### config.mk
export PLATFORM = sky130hd
export DESIGN_NAME = plc_link_control
export DESIGN_NICKNAME = d
export VERILOG_FILES = /design/src/rtl/plc_link_control.v
export VERILOG_INCLUDE_DIRS = /design/src /design/src/common
export SDC_FILE = /design/constraint.sdc
export NUM_CORES = 1
export LEC_CHECK = 0
export BUFFER_PORTS_ARGS = -buffer_cell sky130_fd_sc_hd__buf_4
export CORE_MARGIN = 5
export CORE_UTILIZATION = 35
export DETAILED_ROUTE_END_ITERATION = 12
export PLACE_DENSITY = 0.72
export SYNTH_ARGS = -nofsm -noshare
export SYNTH_HDL_FRONTEND = slang
export SYNTH_SLANG_ARGS = --single-unit
### constraint.sdc
create_clock -name clk_i -period 2.6 [get_ports clk_i]
set_input_delay 0.39 -clock clk_i [delete_from_list [all_inputs] [get_ports clk_i]]
set_output_delay 0.39 -clock clk_i [all_outputs]
set_load 0.01 [all_outputs]
### src/common/plc_map.vh
`ifndef PLC_MAP_VH
`define PLC_MAP_VH
`define PLC_LINK_CONTROL_OFS 12'h050
`define PLC_ASPM_LSB 0
`define PLC_ASPM_MSB 1
`define PLC_ASPM_RST 2'h0
`define PLC_ASPM_OFF 2'h0
`define PLC_ASPM_L0S 2'h1
`define PLC_ASPM_L1 2'h2
`define PLC_ASPM_BOTH 2'h3
`define PLC_RSVD_BIT 2
`define PLC_RCB_BIT 3
`define PLC_LINK_DISABLE_BIT 4
`define PLC_RETRAIN_BIT 5
`define PLC_COMMON_CLOCK_CONFIG_BIT 6
`define PLC_DELAY_NS 1000000
`define PLC_CLK_NS 25
`define PLC_CNT_LAST 32'h0000_0001
`define PLC_CNT_STEP 32'h0000_0001
`define PLC_CNT_RST 32'h0000_0000
`define PLC_BIT_RST 1'b0
`define PLC_RDATA_RST 16'h0000
`define PLC_BE_LO 0
`define PLC_HI_LSB 7
`define PLC_REG_W 16
`define PLC_STORED_MASK 16'h0053
`endif

### src/rtl/plc_link_control.v
`timescale 1ns/1ps
`include "plc_map.vh"
module plc_link_control #(
    parameter UPSTREAM = 0,
    parameter DELAY_CYCLES = `PLC_DELAY_NS / `PLC_CLK_NS
) (
    input wire clk_i,
    input wire rst_n_i,
    input wire ce_i,
    input wire cfg_wr_i,
    input wire [11:0] cfg_addr_i,
    input wire [15:0] cfg_wdata_i,
    input wire [1:0] cfg_be_i,
    output wire [15:0] cfg_rdata_o,
    input wire eeprom_load_i,
    input wire [1:0] eeprom_aspm_i,
    input wire register_unlock_i,
    input wire ltssm_in_recovery_i,
    input wire ltssm_in_config_i,
    output reg [1:0] aspm_applied_o,
    output wire tx_l0s_enable_o,
    output wire l1_enable_o,
    output wire link_disable_o,
    output reg common_clock_config_o,
    output wire retrain_req_o,
    output wire link_training_set_o
);
    localparam REG_W = `PLC_REG_W;
    localparam [1:0] ST_IDLE = 2'h0;
    localparam [1:0] ST_WAIT = 2'h1;
    localparam [31:0] CNT_LOAD = DELAY_CYCLES;
    localparam [15:0] STORED_MASK = `PLC_STORED_MASK;

    reg [1:0] aspm_ff;
    reg [1:0] nxt_aspm;
    reg link_disable_ff;
    reg nxt_link_disable;
    reg common_clock_config_ff;
    reg nxt_common_clock_config;
    reg retrain_pulse_ff;
    reg nxt_retrain_pulse;
    reg [1:0] state_ff;
    reg [1:0] nxt_state;
    reg defer_ff;
    reg nxt_defer;
    reg [31:0] delay_cnt_ff;
    reg [31:0] nxt_delay_cnt;
    reg [1:0] nxt_aspm_applied;
    reg nxt_common_clock;
    reg [15:0] rdata_ff;
    wire [15:0] nxt_rdata;
    wire [15:0] reg_image;
    wire wr_lo;
    wire retrain_wr;
    wire retrain_ok;
    wire retrain_go;
    wire ltssm_busy;
    wire delay_done;
    wire apply_now;

    function lo_byte_write;
        input wr;
        input [11:0] addr;
        input [1:0] be;
        begin
            lo_byte_write = wr && (addr == `PLC_LINK_CONTROL_OFS) && be[`PLC_BE_LO];
        end
    endfunction

    function field_bit;
        input [15:0] word;
        input integer pos;
        begin
            field_bit = word[pos];
        end
    endfunction

    assign wr_lo = lo_byte_write(cfg_wr_i, cfg_addr_i, cfg_be_i);
    assign retrain_wr = wr_lo && field_bit(cfg_wdata_i, `PLC_RETRAIN_BIT);
    assign retrain_ok = (UPSTREAM == 0) || register_unlock_i;
    assign retrain_go = retrain_wr && retrain_ok;
    assign ltssm_busy = ltssm_in_recovery_i || ltssm_in_config_i;
    assign delay_done = (state_ff == ST_WAIT) && (delay_cnt_ff == `PLC_CNT_LAST);
    // A retrain into a running training holds the new settings back.
    assign apply_now = !defer_ff && !(retrain_go && ltssm_busy);

    always @* begin
        nxt_aspm = aspm_ff;
        if (eeprom_load_i) begin
            nxt_aspm = eeprom_aspm_i;
        end
        if (wr_lo) begin
            // A config write in the same cycle wins over the load.
            nxt_aspm = cfg_wdata_i[`PLC_ASPM_MSB:`PLC_ASPM_LSB];
        end
    end

    always @* begin
        nxt_link_disable = link_disable_ff;
        nxt_common_clock_config = common_clock_config_ff;
        if (wr_lo) begin
            nxt_link_disable = field_bit(cfg_wdata_i, `PLC_LINK_DISABLE_BIT);
            nxt_common_clock_config = field_bit(cfg_wdata_i, `PLC_COMMON_CLOCK_CONFIG_BIT);
        end
    end

    always @* begin
        nxt_state = state_ff;
        nxt_delay_cnt = delay_cnt_ff;
        nxt_retrain_pulse = 1'b0;
        case (state_ff)
            ST_IDLE: begin
                if (retrain_go) begin
                    if (UPSTREAM != 0) begin
                        // Delay lets the write completion reach the root first.
                        nxt_state = ST_WAIT;
                        nxt_delay_cnt = CNT_LOAD;
                    end else begin
                        nxt_retrain_pulse = 1'b1;
                    end
                end
            end
            ST_WAIT: begin
                if (retrain_go) begin
                    nxt_delay_cnt = CNT_LOAD;
                end else if (delay_done) begin
                    nxt_state = ST_IDLE;
                    nxt_retrain_pulse = 1'b1;
                end else begin
                    nxt_delay_cnt = delay_cnt_ff - `PLC_CNT_STEP;
                end
            end
            default: begin
                nxt_state = ST_IDLE;
            end
        endcase
    end

    always @* begin
        nxt_defer = defer_ff;
        if (retrain_go) begin
            nxt_defer = ltssm_busy;
        end else if (defer_ff && !ltssm_busy) begin
            nxt_defer = 1'b0;
        end
    end

    always @* begin
        nxt_aspm_applied = aspm_applied_o;
        nxt_common_clock = common_clock_config_o;
        if (apply_now) begin
            nxt_aspm_applied = nxt_aspm;
            nxt_common_clock = nxt_common_clock_config;
        end
    end

    assign reg_image[`PLC_ASPM_MSB:`PLC_ASPM_LSB] = nxt_aspm;
    assign reg_image[`PLC_RSVD_BIT] = 1'b0;
    assign reg_image[`PLC_RCB_BIT] = 1'b0;
    assign reg_image[`PLC_LINK_DISABLE_BIT] = nxt_link_disable;
    assign reg_image[`PLC_RETRAIN_BIT] = 1'b0;
    assign reg_image[`PLC_COMMON_CLOCK_CONFIG_BIT] = nxt_common_clock_config;
    assign reg_image[REG_W-1:`PLC_HI_LSB] = {(REG_W - `PLC_HI_LSB){1'b0}};

    genvar gi;
    generate
        for (gi = 0; gi < REG_W; gi = gi + 1) begin : g_rd
            // Only stored fields can ever show a one.
            assign nxt_rdata[gi] = reg_image[gi] & STORED_MASK[gi];
        end
    endgenerate

    always @(posedge clk_i) begin
        if (!rst_n_i) begin
            aspm_ff <= `PLC_ASPM_RST;
            link_disable_ff <= `PLC_BIT_RST;
            common_clock_config_ff <= `PLC_BIT_RST;
        end else if (ce_i) begin
            aspm_ff <= nxt_aspm;
            link_disable_ff <= nxt_link_disable;
            common_clock_config_ff <= nxt_common_clock_config;
        end
    end

    always @(posedge clk_i) begin
        if (!rst_n_i) begin
            state_ff <= ST_IDLE;
            delay_cnt_ff <= `PLC_CNT_RST;
            retrain_pulse_ff <= `PLC_BIT_RST;
        end else if (ce_i) begin
            state_ff <= nxt_state;
            delay_cnt_ff <= nxt_delay_cnt;
            retrain_pulse_ff <= nxt_retrain_pulse;
        end
    end

    always @(posedge clk_i) begin
        if (!rst_n_i) begin
            defer_ff <= `PLC_BIT_RST;
            aspm_applied_o <= `PLC_ASPM_RST;
            common_clock_config_o <= `PLC_BIT_RST;
        end else if (ce_i) begin
            defer_ff <= nxt_defer;
            aspm_applied_o <= nxt_aspm_applied;
            common_clock_config_o <= nxt_common_clock;
        end
    end

    always @(posedge clk_i) begin
        if (!rst_n_i) begin
            rdata_ff <= `PLC_RDATA_RST;
        end else if (ce_i) begin
            rdata_ff <= nxt_rdata;
        end
    end

    assign cfg_rdata_o = rdata_ff;
    // Receiver L0s is not gated here.
    assign tx_l0s_enable_o = aspm_applied_o[`PLC_ASPM_LSB];
    assign l1_enable_o = aspm_applied_o[`PLC_ASPM_MSB];
    assign link_disable_o = (UPSTREAM == 0) && link_disable_ff;
    assign retrain_req_o = retrain_pulse_ff;
    // The status flag itself lives in the status register.
    assign link_training_set_o = retrain_pulse_ff;
endmodule // plc_link_control

==> results by group <==
Synth
  • Synth async-reset ratio: 0%
  • EDFF count, synth: 0
  • Sequential area share after synthesis: 25.8%
  • Library cells used by synthesis: 32
  • Ys Warns: 0
  • Mean Syn Cell Area: 8.51 um^2
  • Mapped Area: 698 um^2
  • Dominant synthesized flop cell: dfxtp_1
  • Yosys reg bits: 9
  • Mapped Cells: 82

Routing
  • DRT Pass-1 Iters: 4
  • Wirelength per Cell: 12.5 um
  • Routed Antenna Nets: 0
  • Iteration-0 DRC Markers: 11
  • Via count: 666
  • Vias per cell: 4.69
  • DRC: 0
  • Routed wire length: 1780 um

Clock network
  • H-tree depth: 1
  • CTS Buf Count: 3
  • CTS Hold Bufs: 0
  • Clock sink count: 9
  • Root Buffer: clkbuf_4
  • Clock Path Buffers: 2
  • CTS resizes: 0
  • Worst skew pair latency: 260 ps
  • Post-CTS Setup Bufs: 0
  • TritonCTS clock tree: built
  • Clock transition at path regs: 60 ps

Cells and area
  • Ant. Diodes: 0
  • Most frequent cells in the layout: buf_4, conb_1, dfxtp_1, nand2_1, nand3_1
  • Commonest non-fill, non-tap cell in the layout: buf_4
  • Share of cells above drive strength 1: 44.3%
  • Fin util: 48.0%
  • Final net count: 156
  • Area grow syn2layout: 32.1%
  • Post-Layout Cell Count: 142
  • Fillers: 199

Setup path
  • CP endpoint kind: flop
  • Worst r2r src: cfg_rdata_o[1]$_SDFFE_PN0P_
  • Crit-path cells: buf_4, nor4b_2, and4_1, nand3_2, a221oi_1
  • Largest stage delay, worst path: 570 ps
  • Critical path's slowest cell: and4_1
  • Startpoint Class: input port
  • CP Class: input port to flop
  • R2r setup slk: 1430 ps
  • CP arrival: 1770 ps
  • Critical Path Source: cfg_addr_i[1]
  • Required time of the worst setup path: 2770 ps
  • Crit Path Max Fanout: 17

STA
  • Max Fclk: 0.626 GHz
  • Worst Tran Pin Value: 523 ps
  • Pins Over Slew Limit: 0
  • Min Tclk post-route: 1600 ps
  • Final hold violations: 0
  • # setup viols final: 0
  • Clock skew: 1.51 ps
  • Slew margin rel.: 65.1%
  • Setup TNS: 0 ps
  • WHS: 351 ps
  • Unrepaired setup endpoints after global routing: false
  • Crit share post-route: 61.5%

Min path
  • Worst Min Path Start: rst_n_i
  • Worst hold path type: input port to flop

Floorplanning
  • Die H: 54.7 um
  • Die W: 54.7 um
  • Die area: 0.00299 mm^2
  • Row count: 16
  • Initial Utilization: 36.3%
  • I/O Pins: 64
  • CORE AREA: 0.00192 mm^2

Power
  • PwrDens: 358 mW/mm^2
  • P_leak: 0.421 nW
  • Worst VDD drop: 0.244 mV

Place
  • GP Congestion: 0.694
  • Port Buf Inserts: 38
  • Placed cells: 138
  • DP HPWL: 1460 um

Run
  • Max Cap Viol: 0

Global route
  • Initial antenna violation count: 0
  • Overall routing resource usage: 12.4%
  • First-pass GRT wire length: 2670 um
  • Vias in the first global route: 647
  • Grt total ovfl: 0
  • Pin count of the biggest net entering global routing: 18

Outcome
  • Status: finished clean
-- kinds of logic (layout without fill, tap and decap cells) --
kind of cell | Yosys count | after routing | synth area share [%]
compound gates | 20 | 20 | 20.8
buf+inv | 22 | 44 | 24.4
flops | 9 | 9 | 25.8
other cells | 1 | 12 | 0.537
simple gates | 30 | 30 | 28.5
-- stage by stage --
stage               power (mW)  setup slack, ps  cell area, um^2
global route             0.349              858              922
floorplan                0.192             1180              739
CTS                      0.335             1020              922
finish                   0.330             1000              922
detailed placement       0.223              726              896
global placement         0.222              779              896
-- cell usage after synthesis (2+ instances only) --
master / count / share of area, %
or2b_1: 2 / 2.1
nand3_1: 4 / 2.9
buf_4: 17 / 18
dfxtp_1: 9 / 26
a211o_2: 2 / 2.9
a21oi_1: 3 / 2.1
nor2b_1: 2 / 1.8
a41oi_1: 2 / 2.5
a31oi_1: 3 / 2.7
nor2_1: 2 / 1.1
inv_1: 2 / 1.1
nand4_1: 2 / 1.8
o21a_1: 3 / 3.2
nor4b_2: 2 / 4.3
and3_2: 2 / 2.1
a21o_2: 2 / 2.5
o21ai_0: 2 / 1.4
nand2_1: 6 / 3.2
a21boi_0: 2 / 2.1
-- layout make-up --
| class | instances | area (um^2) | area share (%) |
|---|---|---|---|
| well taps | 27 | 33.8 | 3.66 |
| flip-flops and latches | 9 | 180 | 19.5 |
| multi-input cells | 62 | 389 | 42.2 |
| repair buffers | 38 | 285 | 30.9 |
| clock buffers | 4 | 26.3 | 2.85 |
| inverters | 2 | 7.51 | 0.814 |
-- layer usage --
metal / vias up / track usage, % / share of wire (%)
li1: 331 / - / -
met1: 298 / 14.1 / 37
met2: 37 / 21.1 / 51
met3: 0 / 4.63 / 12
met4: 0 / 3.73 / 0
met5: - / 0 / 0
-- sequential cells by signal, summed over array words and instances (netlist names) --
register               flops
aspm_applied_o             2
link_training_set_o        1
common_clock_config_o      1
defer_ff                   1
aspm_ff                    1
cfg_rdata_o                3
-- where the power goes --
group          switching, mW  internal (mW)
Sequential           0.00267          0.141
Combinational         0.0347         0.0420
Clock                 0.0506         0.0592
-- critical path: cells and delay by family --
kind,cells,cell delay (ps)
AO/OA/AOI/OAI,1,280
buffers and inverters,1,110
AND/OR/NAND/NOR,3,980
-- path summary, 6_finish.rpt --
kind / cells past startpoint / end
hold reg to reg: 2 / common_clock_config_o$_SDFFE_PN0P_
setup reg to reg: 3 / aspm_applied_o[1]$_SDFFE_PN0P_
hold / removal: 2 / cfg_rdata_o[4]$_SDFFE_PN0P_
setup / recovery: 5 / defer_ff$_SDFFE_PN0P_
Note: power is estimated with default switching activity, not from simulation.
